===== src/core/cgp_defines.svh =====
// Timing, scaling and code constants for the current gauge PWM encoder.
// Assumes a 10 MHz core clock; all counts derive from the figures below.
`ifndef CGP_DEFINES_SVH
`define CGP_DEFINES_SVH

`define CGP_CLK_FREQ_HZ 10000000
`define CGP_SLOT_TIME_US 6000
`define CGP_SLOT_CYC ((`CGP_CLK_FREQ_HZ / 1000000) * `CGP_SLOT_TIME_US)
`define CGP_MOD_DIV 10
`define CGP_MOD_DIV_LAST 8'h09
`define CGP_PWM_FREQ_HZ 160
`define CGP_RAMP_STEPS 128
`define CGP_HALF_STEPS (2 * `CGP_RAMP_STEPS)
`define CGP_HALF_STEP_CYC (`CGP_CLK_FREQ_HZ / (`CGP_PWM_FREQ_HZ * `CGP_HALF_STEPS))
`define CGP_ZERO_CODE 7'h40
`define CGP_CODE_MAX 7'h7F
`define CGP_CODE_MID 64
`define CGP_IMAX_1A_MA 1000
`define CGP_IMAX_10A_MA 10000
`define CGP_GAIN_X10 22
`define CGP_SCALE_DEN 1280
`define CGP_SCALE_SHIFT 16

`endif


===== src/core/cgp_pkg.sv =====
// Types shared by the current gauge PWM encoder modules.
// Constants live in cgp_defines.svh; this package holds types only.
`default_nettype none
package cgp_pkg;

	typedef enum logic [1:0] {
		CGP_MODE_HOLD = 2'b01,
		CGP_MODE_RUN = 2'b10
	} cgp_mode_e;

	typedef struct packed {
		logic [15:0] slot_cnt;
		logic [15:0] ones;
		logic [6:0] code;
		logic done;
	} cgp_filt_s;

	typedef struct packed {
		cgp_mode_e mode;
		logic [7:0] div;
		logic [7:0] step;
		logic [7:0] ramp;
		logic [6:0] held;
		logic pwm;
		logic strobe;
		logic [15:0] current;
	} cgp_top_s;

endpackage : cgp_pkg
`default_nettype wire


===== src/core/cgp_filter.sv =====
// Slot-averaging filter for the modulator bitstream.
// Assumes sample_en pulses once per modulator bit and bit_in is synchronous to clk.
`timescale 1ns/1ps
`default_nettype none
`include "cgp_defines.svh"

module cgp_filter #(
	parameter int SLOT_CYC = `CGP_SLOT_CYC
) (
	input wire logic clk, // Core clock
	input wire logic rst_n, // Asynchronous reset, active low
	input wire logic run, // High while measuring
	input wire logic sample_en, // One-cycle modulator sample strobe
	input wire logic bit_in, // Pulse-density bit
	output logic [6:0] code, // Averaged code of the last slot
	output logic done // One-cycle pulse at slot end
);

	localparam int SAMPLES = SLOT_CYC / `CGP_MOD_DIV;
	// Fixed-point reciprocal so no divider is needed per slot
	localparam int RECIP = ((`CGP_RAMP_STEPS << `CGP_SCALE_SHIFT) + SAMPLES / 2) / SAMPLES;
	localparam logic [15:0] SLOT_LAST = 16'(SLOT_CYC - 1);

	cgp_pkg::cgp_filt_s filt_reg;
	cgp_pkg::cgp_filt_s filt_next;

	function automatic logic [6:0] ones_to_code(input logic [15:0] ones);
		logic [31:0] prod;
		logic [31:0] q;
		prod = 32'(ones) * 32'(RECIP);
		q = prod >> `CGP_SCALE_SHIFT;
		// A full run of ones reaches 128 unless RECIP rounds down; clamp to the top code
		if (q > 32'(`CGP_CODE_MAX))
			ones_to_code = `CGP_CODE_MAX;
		else
			ones_to_code = q[6:0];
	endfunction : ones_to_code

	always_comb begin
		logic [15:0] ones_now;
		ones_now = filt_reg.ones;
		filt_next = filt_reg;
		filt_next.done = 1'b0;
		if (!run) begin
			filt_next.slot_cnt = 16'h0000;
			filt_next.ones = 16'h0000;
		end else begin
			if (sample_en && bit_in) begin
				ones_now = filt_reg.ones + 16'h0001;
			end
			if (filt_reg.slot_cnt == SLOT_LAST) begin
				filt_next.slot_cnt = 16'h0000;
				filt_next.ones = 16'h0000;
				filt_next.code = ones_to_code(ones_now);
				filt_next.done = 1'b1;
			end else begin
				filt_next.slot_cnt = filt_reg.slot_cnt + 16'h0001;
				filt_next.ones = ones_now;
			end
		end
	end

	always_ff @(posedge clk or negedge rst_n) begin
		if (!rst_n) begin
			filt_reg <= '{slot_cnt: 16'h0000, ones: 16'h0000, code: `CGP_ZERO_CODE, done: 1'b0};
		end else begin
			filt_reg <= filt_next;
		end
	end

	assign code = filt_reg.code;
	assign done = filt_reg.done;

endmodule : cgp_filter
`default_nettype wire


===== src/core/cgp_pwm_encoder.sv =====
// Current gauge back end: slot filter, held code, free-running ramp and PWM comparator.
// Assumes the modulator bit and the shutdown level are synchronous to clk.
//
// Contract
// - Filter the modulator bitstream into one multi-bit code per sampling slot.
// - PWM comes from comparing the held code with a free-running ramp.
// - Zero average current gives a 50 percent duty cycle.
// - Positive current drives duty above half, negative below half.
// - Full-scale positive gives 95.5 percent, full-scale negative 4.5 percent.
// - Duty equals current over 2.2 times full scale, plus one half.
// - Full scale is a fixed option, 1 A or 10 A, setting scaling.
// - Current is averaged over successive 6 ms slots.
// - Pulse width is quantised to 128 levels per period.
// - Duty for code N is N plus one half, over 128.
// - Duty in each slot shows the average of the previous slot.
// - Shutdown input low halts the device; high measures normally.
// - PWM repeats near 160 Hz, between 100 Hz and 250 Hz.
`timescale 1ns/1ps
`default_nettype none
`include "cgp_defines.svh"

module cgp_pwm_encoder #(
	parameter int SLOT_CYC = `CGP_SLOT_CYC, // Cycles per sampling slot
	parameter bit FULL_SCALE_10A = 1'b0 // Factory full-scale option
) (
	input wire logic clk, // Core clock, 10 MHz
	input wire logic rst_n, // Asynchronous reset, active low
	input wire logic low_power_hold_n, // Shutdown, low halts
	input wire logic mod_bit, // Modulator pulse-density bit
	output logic pwm_out, // Duty-coded current
	output logic [6:0] slot_code, // Code shown this slot
	output logic slot_strobe, // One-cycle pulse on new code
	output logic [15:0] current_ma, // Signed current of held code, mA
	output logic measuring // High while not in shutdown
);

	localparam logic [7:0] HALF_STEP_LAST = 8'(`CGP_HALF_STEP_CYC - 1);
	localparam int IMAX_MA = FULL_SCALE_10A ? `CGP_IMAX_10A_MA : `CGP_IMAX_1A_MA;

	cgp_pkg::cgp_top_s top_reg;
	cgp_pkg::cgp_top_s top_next;

	logic sample_en;
	logic filt_run;
	logic [6:0] filt_code;
	logic filt_done;

	// Current implied by a code, with the half-step offset removed as a reader would
	function automatic logic [15:0] code_to_ma(input logic [6:0] code);
		logic signed [31:0] delta;
		logic signed [31:0] prod;
		delta = $signed(32'(code)) - $signed(32'(`CGP_CODE_MID));
		// Every operand signed, so the division truncates toward zero for negative current
		prod = delta * $signed(32'(`CGP_GAIN_X10)) * $signed(32'(IMAX_MA));
		prod = prod / $signed(32'(`CGP_SCALE_DEN));
		code_to_ma = prod[15:0];
	endfunction : code_to_ma

	assign sample_en = (top_reg.div == `CGP_MOD_DIV_LAST);
	// Filter stops the same cycle the hold input drops, so no partial slot is published
	assign filt_run = (top_reg.mode == cgp_pkg::CGP_MODE_RUN) && low_power_hold_n;

	cgp_filter #(
		.SLOT_CYC(SLOT_CYC)
	) u_filter (
		.clk(clk),
		.rst_n(rst_n),
		.run(filt_run),
		.sample_en(sample_en),
		.bit_in(mod_bit),
		.code(filt_code),
		.done(filt_done)
	);

	always_comb begin
		top_next = top_reg;
		top_next.strobe = 1'b0;
		case (top_reg.mode)
			cgp_pkg::CGP_MODE_HOLD: begin
				top_next.div = 8'h00;
				top_next.step = 8'h00;
				top_next.ramp = 8'h00;
				top_next.held = `CGP_ZERO_CODE;
				top_next.pwm = 1'b0;
				top_next.current = 16'h0000;
				if (low_power_hold_n) begin
					top_next.mode = cgp_pkg::CGP_MODE_RUN;
				end
			end
			cgp_pkg::CGP_MODE_RUN: begin
				if (!low_power_hold_n) begin
					top_next.mode = cgp_pkg::CGP_MODE_HOLD;
					top_next.pwm = 1'b0;
					// Stale code would otherwise show for the first shutdown cycle
					top_next.held = `CGP_ZERO_CODE;
					top_next.current = 16'h0000;
				end else begin
					if (sample_en) begin
						top_next.div = 8'h00;
					end else begin
						top_next.div = top_reg.div + 8'h01;
					end
					// Ramp advances in half steps so the half-step offset needs no extra clock
					if (top_reg.step == HALF_STEP_LAST) begin
						top_next.step = 8'h00;
						top_next.ramp = top_reg.ramp + 8'h01;
					end else begin
						top_next.step = top_reg.step + 8'h01;
					end
					// High for 2N+1 of 256 half steps, duty (N+1/2)/128
					top_next.pwm = (top_reg.ramp < {top_reg.held, 1'b1});
					if (filt_done) begin
						// Only a slot end updates the comparator; mid-period jumps are accepted
						top_next.held = filt_code;
						top_next.strobe = 1'b1;
						top_next.current = code_to_ma(filt_code);
					end
				end
			end
			default: begin
				top_next.mode = cgp_pkg::CGP_MODE_HOLD;
				top_next.pwm = 1'b0;
			end
		endcase
	end

	always_ff @(posedge clk or negedge rst_n) begin
		if (!rst_n) begin
			top_reg <= '{mode: cgp_pkg::CGP_MODE_HOLD, div: 8'h00, step: 8'h00, ramp: 8'h00,
				held: `CGP_ZERO_CODE, pwm: 1'b0, strobe: 1'b0, current: 16'h0000};
		end else begin
			top_reg <= top_next;
		end
	end

	assign pwm_out = top_reg.pwm;
	assign slot_code = top_reg.held;
	assign slot_strobe = top_reg.strobe;
	assign current_ma = top_reg.current;
	assign measuring = (top_reg.mode == cgp_pkg::CGP_MODE_RUN);

endmodule : cgp_pwm_encoder
`default_nettype wire


===== config.mk =====
export PLATFORM = sky130hd
export DESIGN_NAME = cgp_pwm_encoder
export DESIGN_NICKNAME = d
export VERILOG_FILES = /design/src/core/cgp_pkg.sv /design/src/core/cgp_filter.sv /design/src/core/cgp_pwm_encoder.sv
export VERILOG_INCLUDE_DIRS = /design/src /design/src/core
export SDC_FILE = /design/constraint.sdc
export NUM_CORES = 1
export LEC_CHECK = 0
export BUFFER_PORTS_ARGS = -buffer_cell sky130_fd_sc_hd__buf_2
export CAP_MARGIN = 10
export CORE_MARGIN = 2
export CORE_UTILIZATION = 60
export CTS_CLUSTER_DIAMETER = 50
export DETAILED_ROUTE_END_ITERATION = 8
export PLACE_DENSITY_LB_ADDON = 0.2
export SLEW_MARGIN = 5
export SYNTH_ARGS = -nofsm -noshare
export SYNTH_HDL_FRONTEND = slang
export SYNTH_HIERARCHICAL = 1
export SYNTH_SLANG_ARGS = --single-unit
export TNS_END_PERCENT = 10

===== constraint.sdc =====
create_clock -name clk -period 51.9 [get_ports clk]
set_input_delay 5.19 -clock clk [delete_from_list [all_inputs] [get_ports clk]]
set_output_delay 5.19 -clock clk [all_outputs]
set_load 0.01 [all_outputs]

# == Word-level counts from Yosys, hierarchy flattened ==
# Index checks and enable logic that the tools add are counted.
# word_totals
elab_cells,65
out_inout_bits,26
reg_bits,91
in_bits,4
# classes
n_lt_le_gt_ge,2
div,1
eq_ne,10
n_reduce_logical,8
add_sub_neg,6
mux,23
mul,3
# op_table
cell,n
$mux 32,2
$pmux 31 s2,1
$mux 16,3
$add 16x1->16 const B,2
$div 32x12->32 const B,1
$mux 8,4
$pmux 16 s2,1
$mul 16x10->26 const B,1
$add 8x1->8 const B,3
$mux 24,1
$mul 13x8->21 const B,1
$mux 17,1
$eq 16x16->1 const B,1
$mux 7,2
$mul 8x5->13 const B,1
$gt 11x7->1 const B,1
$eq 8x4->1 const B,1
$eq 8x8->1 const B,1
$lt 8x8->1,1
$reduce_and 2->1,4
$sub 7x7->8 const B,1
$ne 2x2->1 const B,3
$mux 1,5
$mux 2,2
8 further kinds,9

# == Logic depth before layout (Yosys ltp) ==
# Gate-level depths: netlist of run 1.
# depth
ltp_word,7
ltp_mapped,81
depth_no_buf,68

# == By module ==
# Netlist of run 1, hierarchy kept.
# modules_own_cells
module,cells_each,seq_area_each_um2,area_each_um2,instances
cgp_pwm_encoder,1712,1278.7,12921.1,1
cgp_filter,573,1002.2,5321.4,1

# == Least setup slack after synthesis of run 1 ==
# Ideal clock, no wire load.
# synth_path
kind,register to register
startpoint,register u_filter.filt_reg (netlist bit u_filter/code[1])
endpoint,register top_reg (netlist bit current_ma[14])
period_less_slack_ns,17.267
required_ns,51.778
stages_incl_launch_ff,74
setup_ns,0.122
path_slack_ns,34.633
arrival_time_ns,17.146
path_buffers,8
path_cell_list,dfrtp_1 > buf_4 > ha_1 > fa_1 > ha_1 > a21oi_1 > o21bai_1 > a21oi_1 > o21bai_1 > a21oi_1 > o21ai_0 > a31oi_1 > inv_1 > ha_1 > xnor2_1 > fa_1 > inv_1 > fa_1 > [... 38 more ...] > nor4_4 > a31oi_2 > a22oi_1 > o22ai_1 > or4_1 > buf_2 > and3_1 > or2_1 > mux2_1 > o211a_2 > nand4b_1 > o211ai_2 > and2_1 > ha_1 > a21o_1 > o21ai_1 > nand2b_1 > a32o_1
# synth_via
elab_chain_cells,7
# synth_rtl
element,line,text
from (decl),cgp_filter.sv:24,cgp_pkg::cgp_filt_s filt_reg;
from (signal assigned),cgp_filter.sv:65,"filt_reg <= '{slot_cnt: 16'h0000, ones: 16'h0000, code: `CGP_ZERO_CODE, done: 1'b0};"
from (signal assigned),cgp_filter.sv:67,filt_reg <= filt_next;
$sub 7x7->8,cgp_pwm_encoder.sv:52,delta = $signed(32'(code)) - $signed(32'(`CGP_CODE_MID));
$mul 8x5->13,cgp_pwm_encoder.sv:54,prod = delta * $signed(32'(`CGP_GAIN_X10)) * $signed(32'(IMAX_MA));
$mul 13x8->21,cgp_pwm_encoder.sv:54,
$div 32x12->32,cgp_pwm_encoder.sv:55,prod = prod / $signed(32'(`CGP_SCALE_DEN));
$mux 17,cgp_pwm_encoder.sv:112,if (filt_done) begin
$mux 16,cgp_pwm_encoder.sv:91,if (!low_power_hold_n) begin
$pmux 16 s2,cgp_pwm_encoder.sv:78,case (top_reg.mode)
to (signal assigned),cgp_pwm_encoder.sv:129,"top_reg <= '{mode: cgp_pkg::CGP_MODE_HOLD, div: 8'h00, step: 8'h00, ramp: 8'h00,"
to (signal assigned),cgp_pwm_encoder.sv:132,top_reg <= top_next;
to (decl),cgp_pwm_encoder.sv:40,cgp_pkg::cgp_top_s top_reg;
# No other way between the ends. The select of a mux whose other input is x is not followed.
# A chain may end at the register's enable or synchronous reset.

# == Worst setup path after layout of run 1 ==
# layout_path
startpoint,register u_filter.filt_reg (netlist bit u_filter/code[0])
endpoint,register top_reg (netlist bit current_ma[14])
# The elaborated chain is that of the path after synthesis.

==> impl_metrics.tcl, run 1 <==
set metrics [dict create \
    syn2layout_area_growth_pct 2.92 \
    routed_wirelength_um 48500 \
    timing.final.max_slew_violations 0 \
    post_drt_via_cell_ratio 6.44 \
    reg2regPathDepth 67 \
    crit_path_time_final_ps 20320 \
    post_cts_buffers 0 \
    boundaryPins 30 \
    leakage_uw 0.00857 \
    final_common_cell "sky130_fd_sc_hd__inv_1" \
    cts_tree "done" \
    syn_area_um2 18200 \
    iteration_count_of_the_initial_detailed_routing_pass 5 \
    required_time_of_the_critical_path_ps 52140 \
    vias_in_the_first_global_route 15700 \
    worst_ir_drop_on_vdd_mv 0.0187 \
    whs_path_depth 1 \
    clk_pin_slew_worst_paths_ps 80 \
    critical_path.max_fanout 38 \
    wl_met1_um 22300 \
    core_region_area_um2 29800 \
    drive_gt1_share_pct 7.91 \
    ys_seq_area_share_pct 12.5 \
    detailed_place_hpwl_um 39300 \
    cpMostUsedCell "sky130_fd_sc_hd__ha_1" \
    least_margin_pin_slew_ps 1230 \
    synth.net_count 2553 \
    syn_area_per_cell_um2 7.98 \
    synth_top_flop_cell "sky130_fd_sc_hd__dfrtp_1" \
    die_area_um2 31800 \
    worstHoldStart "top_reg[40]" \
    worst_clock_skew_ps 16.2 \
    cts_htree_levels 3 \
    hold_viol 0 \
    most-common-layout-cells "sky130_fd_sc_hd__inv_1, sky130_fd_sc_hd__nor2_1, sky130_fd_sc_hd__ha_1" \
    std_cell_rows 63 \
    cts-root-buf "sky130_fd_sc_hd__clkbuf_16" \
    met3_wirelength_um 2910 \
    synth.ff_latch_count 91 \
    critical-path-slowest-cell "sky130_fd_sc_hd__a211oi_2" \
    cts_resized 0 \
    cts_buffer_depth 2 \
    finalWeightedCongestion 0.914 \
    holdBufCountCts 0 \
    antennaDiodeCount 0 \
    worst_hold_path.endpoint "top_reg[40]" \
    p_per_area_nw_per_um2 8.84 \
    antenna_found_initial 0 \
    cpPeakStageDelay_ps 840 \
    detailed_route_iter0_violations 1442 \
    ant_nets 0 \
    top_signal_layer_used "met4" \
    crit_arrival_ps 20560 \
    clock.fmax_mhz 49.2 \
    die_height_um 178 \
    cts.sink_count 91 \
    reg2reg_setup_slack_ps 31580 \
    synthDistinctLibCells 127 \
    setup_tns_ps 0 \
    critPathLaunchType "flop" \
    synth_edf_count 0 \
    r2r_start "u_filter/code[0]" \
    max_ffs_per_register 32 \
    finish.net_count 2512 \
    post-route-util_pct 63.0 \
    post_synthesis_async_set_or_reset_flop_share_pct 100 \
    stdcell_area_um2 18800 \
    drv_cap 0 \
    avgRoutedWirePerCell_um 18.4 \
    met2RoutedLength_um 22500 \
    setup_viol_count_final 0 \
    timing.critical_path.to_type "flop" \
    worst_r2r_endpoint "current_ma[14]" \
    grt-ovfl-total 0 \
    cts-buffers-inserted 9 \
    first_pass_grt_wire_length_um 79100 \
    worst_slew_margin_rel_pct 18.2 \
    worst-setup-path-type "flop to flop" \
    route.detailed.drc 0 \
    fp.dieW_um 178 \
    period_share_pct 39.1 \
    global_route.usage.total_pct 30.3 \
    clock_insertion_delay_worst_skew_ps 360 \
    placedInstanceArea_um2 18500 \
    run_status "completed" \
    synth.yosys.warnings 6 \
    num_vias 17000 \
    grt_start_max_net_pins 55 \
    hold_path.class "flop to flop" \
    postSynthCellCount 2285 \
    port_buffers 29 \
    initial_core_util_pct 61.2 \
    grt_setup_unrepaired "false" \
]
-- area by class of cell --
type / count / area [µm²]
Clock buffer: 9 / 225
Clock inverter: 7 / 78.8
Fill cell: 2659 / 11000
Inverter: 271 / 1020
Multi-Input combinational cell: 1825 / 14400
Sequential cell: 91 / 2280
Tap cell: 390 / 488
Timing Repair Buffer: 46 / 275
-- critical path, delay by kind of cell, from the launching register on --
kind / cells / cell delay (ps)
muxes: 4 / 1490
buffers and inverters: 5 / 720
xor gates and xnor gates: 5 / 1160
adders and majority gates: 9 / 3390
and+or+nand+nor: 14 / 4590
AOI/OAI and AO/OA: 30 / 8150
DFF: 1 / 610
-- metrics by stage --
step	instances	hold slack (ps)	worst slack, ps	power (µW)
after global placement	2622	462	32170	99.9
after detailed placement	2622	480	31480	101
after CTS	2638	491	31430	167
final	2639	485	31580	166
after global routing	2639	517	30150	172
after floorplan	2285	443	34630	91.4
-- cell families after synthesis --
logic type / Yosys count / share of synthesized area [%]
DFF: 91 / 12.5
xor gates and xnor gates: 192 / 9.62
muxes: 25 / 1.41
adders and majority gates: 264 / 22.5
AOI/OAI and AO/OA: 595 / 24.0
and+or+nand+nor: 749 / 21.4
buffers and inverters: 369 / 8.62
-- power by group --
part	total, µW	internal [µW]	switching [µW]
clock	66.2	34.2	32.0
combinational	24.6	4.94	19.6
sequential	75.2	73.1	2.08
-- synthesized netlist by cell type, types with 24 or more instances --
cell type	number	share of area [%]
sky130_fd_sc_hd__dfrtp_1	88	12
sky130_fd_sc_hd__nor2_1	206	4.2
sky130_fd_sc_hd__xnor2_1	129	6.2
sky130_fd_sc_hd__xor2_1	54	2.6
sky130_fd_sc_hd__and2_1	24	0.82
sky130_fd_sc_hd__a21o_1	24	0.99
sky130_fd_sc_hd__ha_1	158	11
sky130_fd_sc_hd__nand4_1	30	1.0
sky130_fd_sc_hd__nor3_1	56	1.5
sky130_fd_sc_hd__a31oi_1	32	1.1
sky130_fd_sc_hd__a21oi_1	112	3.1
sky130_fd_sc_hd__buf_4	35	1.4
sky130_fd_sc_hd__inv_1	271	5.6
sky130_fd_sc_hd__o21ai_0	111	3.0
sky130_fd_sc_hd__o211ai_1	26	1.1
sky130_fd_sc_hd__and3_1	38	1.3
sky130_fd_sc_hd__clkbuf_1	36	0.74
sky130_fd_sc_hd__nand2_1	155	3.2
sky130_fd_sc_hd__nand3_1	75	2.1
sky130_fd_sc_hd__fa_1	106	12
-- per-layer routing --
metal  vias to the layer above  global-route usage [%]
met2                       578                    49.2
li1                       8072                       -
met5                         -                       0
met4                         0                    6.61
met3                        70                    2.64
met1                      8275                    43.7
-- how the worst max path moves through the flow --
stage                          start  depth (start not counted)              to  slack (ps)
global route        u_filter/code[0]                         67  current_ma[14]       30150
global placement    u_filter/code[0]                         66  current_ma[14]       32170
floorplan           u_filter/code[1]                         73  current_ma[14]       34630
finish              u_filter/code[0]                         67  current_ma[14]       31580
CTS                 u_filter/code[0]                         67  current_ma[14]       31430
detailed placement  u_filter/code[0]                         67  current_ma[14]       31480
(Power assumes the default switching activity.)
==> run 2: changes to the inputs <==
- clock period: 51.9 -> 18.3 ns (I/O delays scaled with it)
==> impl_metrics.tcl, run 2 (same netlist as run 1, synthesis figures left out) <==
set metrics [dict create \
    cts-root-buf "sky130_fd_sc_hd__clkbuf_16" \
    final_common_cell "sky130_fd_sc_hd__inv_1" \
    worst_ir_drop_on_vdd_mv 0.0417 \
    iteration_count_of_the_initial_detailed_routing_pass 6 \
    first_pass_grt_wire_length_um 82100 \
    least_margin_pin_slew_ps 1260 \
    routed_wirelength_um 52500 \
    period_share_pct 96.9 \
    hold_path.class "flop to flop" \
    max_ffs_per_register 32 \
    setup_viol_count_final 0 \
    most-common-layout-cells "sky130_fd_sc_hd__inv_1, sky130_fd_sc_hd__nor2_1, sky130_fd_sc_hd__buf_4" \
    grt_start_max_net_pins 64 \
    cts_tree "done" \
    critPathLaunchType "flop" \
    cts_htree_levels 3 \
    vias_in_the_first_global_route 16300 \
    drive_gt1_share_pct 19.5 \
    critical_path.max_fanout 8 \
    antenna_found_initial 1 \
    worst_slew_margin_rel_pct 16.2 \
    drv_cap 0 \
    core_region_area_um2 29800 \
    fp.dieW_um 178 \
    syn2layout_area_growth_pct 15.2 \
    cts-buffers-inserted 9 \
    hold_viol 0 \
    p_per_area_nw_per_um2 22.3 \
    finish.net_count 2680 \
    multiInputGateArea_um2 15400 \
    die_height_um 178 \
    timing.final.max_slew_violations 0 \
    required_time_of_the_critical_path_ps 18550 \
    route.detailed.drc 0 \
    boundaryPins 30 \
    register_area_um2 2280 \
    clk_pin_slew_worst_paths_ps 80 \
    critical-path-slowest-cell "sky130_fd_sc_hd__or4_1" \
    hold_slack_ps 486 \
    crit_arrival_ps 17980 \
    port_buffers 29 \
    run_status "completed" \
    ant_nets 0 \
    finalWeightedCongestion 0.979 \
    cts.sink_count 91 \
    post_drt_via_cell_ratio 6.38 \
    detailed_place_hpwl_um 40700 \
    final_cell_count_no_fill 2807 \
    worst_clock_skew_ps 13.9 \
    global_route.usage.total_pct 31.4 \
    holdBufCountCts 0 \
    grt-ovfl-total 0 \
    leakage_uw 0.00968 \
    std_cell_rows 63 \
    num_vias 17900 \
    num-fill-cells 2410 \
    cpMostUsedCell "sky130_fd_sc_hd__buf_4" \
    antennaDiodeCount 0 \
    clock.fmax_mhz 56.4 \
    initial_core_util_pct 61.2 \
    crit_path_time_final_ps 17730 \
    cts_buffer_depth 2 \
    worst-setup-path-type "flop to flop" \
    timing.critical_path.to_type "flop" \
    placed_cells 2728 \
    die_area_um2 31800 \
    stdcell_area_um2 21000 \
    clock_insertion_delay_worst_skew_ps 350 \
    cpPeakStageDelay_ps 580 \
    placedInstanceArea_um2 19300 \
    avgRoutedWirePerCell_um 18.7 \
    detailed_route_iter0_violations 1710 \
]
## run 2: cell types whose count changed in the layout (fill, tap and decap cells not counted), moves of 10 or more
cell,before,now
sky130_fd_sc_hd__o21ai_0,111,101
sky130_fd_sc_hd__a21oi_1,112,99
sky130_fd_sc_hd__buf_4,17,178
sky130_fd_sc_hd__a21oi_2,6,16
## run 2: final timing paths
path | depth (start not counted) | slack (ps) | to | startpoint
max in group asynchronous | 2 | 15720 | u_filter/code[3] | rst_n
worst min-delay path | 1 | 490 | top_reg[39] | top_reg[39]
worst min register to register | 1 | 490 | top_reg[39] | top_reg[39]
worst max register to register | 69 | 570 | current_ma[8] | u_filter/code[3]
min in group asynchronous | 1 | 1380 | top_reg[50] | rst_n
worst max-delay path | 69 | 570 | current_ma[8] | u_filter/code[3]
## run 2: per-layer routing
| metal | up-vias | track usage [%] | routed length [µm] |
|---|---|---|---|
| met5 | - | 0 | 0 |
| met4 | 0 | 6.30 | 1050 |
| met3 | 102 | 3.20 | 3470 |
| met2 | 717 | 51.3 | 24700 |
| met1 | 8670 | 45.1 | 23200 |
| li1 | 8420 | - | - |
## run 2: area by class of cell
| class | instances | share of cell area (%) |
|---|---|---|
| Clock buffer | 9 | 1.07 |
| Timing Repair Buffer | 211 | 7.34 |
| Sequential cell | 91 | 10.9 |
| Inverter | 271 | 4.84 |
| Tap cell | 390 | 2.32 |
| Clock inverter | 7 | 0.375 |
| Multi-Input combinational cell | 1828 | 73.2 |
## run 2: power by group
part	leakage [µW]	switching [µW]	internal, µW	total, µW
clock network	0.000148	92.0	97.2	189
logic	0.00828	52.3	13.7	66.0
registers	0.00126	5.56	207	213
total	0.00968	150	318	468
## run 2: stage by stage
stage | util [%] | total power [µW] | setup TNS, ps | setup WS, ps
finish | 70.5 | 468 | 0 | 565
detailed placement | 64.7 | 282 | -2430 | -429
floorplan | - | 259 | 0 | 1030
global route | 70.5 | 489 | -853 | -193
CTS | 65.9 | 471 | 0 | 16.6
global placement | 64.7 | 281 | 0 | 17.3
## run 2: repair_timing
item,in CTS,in global routing
buffers inserted,2,58
gates cloned,0,3
setup endpoints to repair,11,16
gates resized for setup,10,185
pin swaps,2,59
## run 2: worst max-delay path: cells and delay by family (launching register included)
kind / cells / cell delay [ps]
AO/OA/AOI/OAI: 36 / 7720
XOR/XNOR: 3 / 480
adder cells (fa/ha/maj): 9 / 3650
buffers and inverters: 9 / 1160
flip-flops: 1 / 460
multiplexers: 1 / 170
AND/OR/NAND/NOR: 11 / 3910
==> run 3: changes to the inputs <==
--- a/config.mk
+++ b/config.mk
@@ -17,5 +17,4 @@
 export SYNTH_ARGS = -nofsm -noshare
 export SYNTH_HDL_FRONTEND = slang
-export SYNTH_HIERARCHICAL = 1
 export SYNTH_SLANG_ARGS = --single-unit
 export TNS_END_PERCENT = 10
==> constraint.sdc (replaced) <==
create_clock -name clk -period 18.3 [get_ports clk]
set_input_delay 1.83 -clock clk [delete_from_list [all_inputs] [get_ports clk]]
set_output_delay 1.83 -clock clk [all_outputs]
set_load 0.005 [all_outputs]
==> impl_metrics.tcl, run 3 <==
set metrics [dict create \
    postSynthCellCount 2038 \
    clock_insertion_delay_worst_skew_ps 360 \
    iteration_count_of_the_initial_detailed_routing_pass 6 \
    initial_core_util_pct 61.0 \
    grt-ovfl-total 0 \
    grt_start_max_net_pins 69 \
    hold_viol 0 \
    worst_clock_skew_ps 7.62 \
    drv_cap 0 \
    cts-root-buf "sky130_fd_sc_hd__clkbuf_16" \
    synthDistinctLibCells 131 \
    p_per_area_nw_per_um2 24.2 \
    syn_area_um2 17000 \
    cts_tree "done" \
    core_region_area_um2 27900 \
    route.detailed.drc 0 \
    global_route.usage.total_pct 31.0 \
    finish.net_count 2474 \
    clock.fmax_mhz 55.7 \
    hold_path.class "flop to flop" \
    synth_top_area_share_pct 13.0 \
    critical_path.max_fanout 9 \
    holdBufCountCts 0 \
    cpPeakStageDelay_ps 570 \
    clk_pin_slew_worst_paths_ps 70 \
    detailed_place_hpwl_um 35900 \
    vias_in_the_first_global_route 15000 \
    syn2layout_area_growth_pct 17.4 \
    ys_seq_area_share_pct 13.4 \
    drive_gt1_share_pct 22.1 \
    timing.final.max_slew_violations 0 \
    avgRoutedWirePerCell_um 18.1 \
    least_margin_pin_slew_ps 1200 \
    die_area_um2 29700 \
    post_drt_via_cell_ratio 6.11 \
    post_synthesis_async_set_or_reset_flop_share_pct 100 \
    crit_path_time_final_ps 17950 \
    setup_tns_ps 0 \
    port_buffers 29 \
    cts.sink_count 91 \
    cts-buffers-inserted 9 \
    placedInstanceArea_um2 18100 \
    synth.ff_latch_count 91 \
    syn_area_per_cell_um2 8.34 \
    worst-setup-path-type "flop to flop" \
    period_share_pct 98.1 \
    timing.critical_path.to_type "flop" \
    yosysMostFrequentCell "sky130_fd_sc_hd__inv_1" \
    required_time_of_the_critical_path_ps 18550 \
    most-common-layout-cells "sky130_fd_sc_hd__inv_1, sky130_fd_sc_hd__buf_4, sky130_fd_sc_hd__ha_1" \
    crit_arrival_ps 18210 \
    detailed_route_iter0_violations 1316 \
    cts_buffer_depth 2 \
    synth.area.top_cells "sky130_fd_sc_hd__dfrtp_1, sky130_fd_sc_hd__fa_1, sky130_fd_sc_hd__ha_1" \
    setup_viol_count_final 0 \
    finalWeightedCongestion 0.943 \
    cpMostUsedCell "sky130_fd_sc_hd__a21oi_2" \
    leakage_uw 0.00937 \
    fp.dieW_um 172 \
    final_common_cell "sky130_fd_sc_hd__inv_1" \
    run_status "completed" \
    first_pass_grt_wire_length_um 74500 \
    report.power.total_uw 482 \
    max_ffs_per_register 32 \
    synth.yosys.warnings 0 \
    routed_wirelength_um 46800 \
    yosys-top-cells-count "sky130_fd_sc_hd__inv_1, sky130_fd_sc_hd__ha_1, sky130_fd_sc_hd__nor2_1, sky130_fd_sc_hd__nand2_1, sky130_fd_sc_hd__xnor2_1" \
    critical-path-slowest-cell "sky130_fd_sc_hd__fa_1" \
    std_cell_rows 61 \
    worst_ir_drop_on_vdd_mv 0.0429 \
    worst_slew_margin_rel_pct 19.6 \
    ant_nets 0 \
    synth_edf_count 0 \
    critPathLaunchType "flop" \
    post-route-util_pct 71.6 \
    synth.net_count 2313 \
    synth_top_flop_cell "sky130_fd_sc_hd__dfrtp_1" \
    die_height_um 172 \
    antennaDiodeCount 0 \
    antenna_found_initial 0 \
    cts_htree_levels 3 \
    stdcell_area_um2 20000 \
    boundaryPins 30 \
    num_vias 15800 \
    synth_top_cell_by_area "sky130_fd_sc_hd__dfrtp_1" \
]
## run 3: area by class of cell
cell class	count	area, µm²
clock buffer	10	239
clock inverter	6	80.1
fill	2164	7910
inverter	242	908
multi-input combinational	1616	14200
sequential	91	2280
tap	378	473
timing repair buffer	239	1780
## run 3: path summary, 6_finish.rpt
| path | from | endpoint | depth (start not counted) | slack, ps |
|---|---|---|---|---|
| hold reg to reg | u_filter.filt_reg[24] | u_filter.filt_reg[24] | 1 | 480 |
| max in group asynchronous | rst_n | current_ma[2] | 2 | 15740 |
| min in group asynchronous | rst_n | top_reg[40] | 1 | 1360 |
| hold / removal | u_filter.filt_reg[24] | u_filter.filt_reg[24] | 1 | 480 |
| setup reg to reg | u_filter.code[3] | current_ma[14] | 78 | 350 |
| setup / recovery | u_filter.code[3] | current_ma[14] | 78 | 350 |
## run 3: critical path, delay by kind of cell (launching register included)
family	cells	cell delay [ps]
DFF	1	430
muxes	7	1850
adders and majority gates	9	3620
xor gates and xnor gates	3	390
AOI/OAI and AO/OA	32	6650
and+or+nand+nor	16	3590
buffers and inverters	11	1300
## run 3: where the power goes
| group | leakage [µW] | switching (µW) | internal [µW] |
|---|---|---|---|
| clock network | 0.000155 | 89.7 | 113 |
| logic | 0.00796 | 53.3 | 14.8 |
| registers | 0.00126 | 4.52 | 206 |
| total | 0.00937 | 148 | 334 |
## run 3: routing by layer
layer	up-vias	track usage (%)	wire [µm]
met1	7742	44.1	21100
met2	487	51.5	22300
met3	87	2.68	2590
li1	7471	-	-
met4	0	7.01	866
met5	-	0	0
## run 3: metrics by stage
stage               instances  worst slack [ps]  hold slack (ps)
floorplan                2038              3.88              446
global placement         2497              -357              464
detailed placement       2497              -650              474
CTS                      2523              13.8              487
global route             2582              -351              503
finish                   2582               345              484
## run 3: cell families after synthesis
family / Yosys count / share of synthesized area (%)
XOR/XNOR: 193 / 10.5
AND/OR/NAND/NOR: 653 / 20.1
buffers and inverters: 331 / 8.76
adder cells (fa/ha/maj): 272 / 24.7
multiplexers: 25 / 1.69
AO/OA/AOI/OAI: 473 / 20.8
flip-flops: 91 / 13.4
## run 3: repair_timing
item                       in CTS  in global routing
cloned                          0                  0
resized for setup              36                153
pin swaps                      13                 91
setup buffers                  10                 59
setup endpoints to repair       7                 16
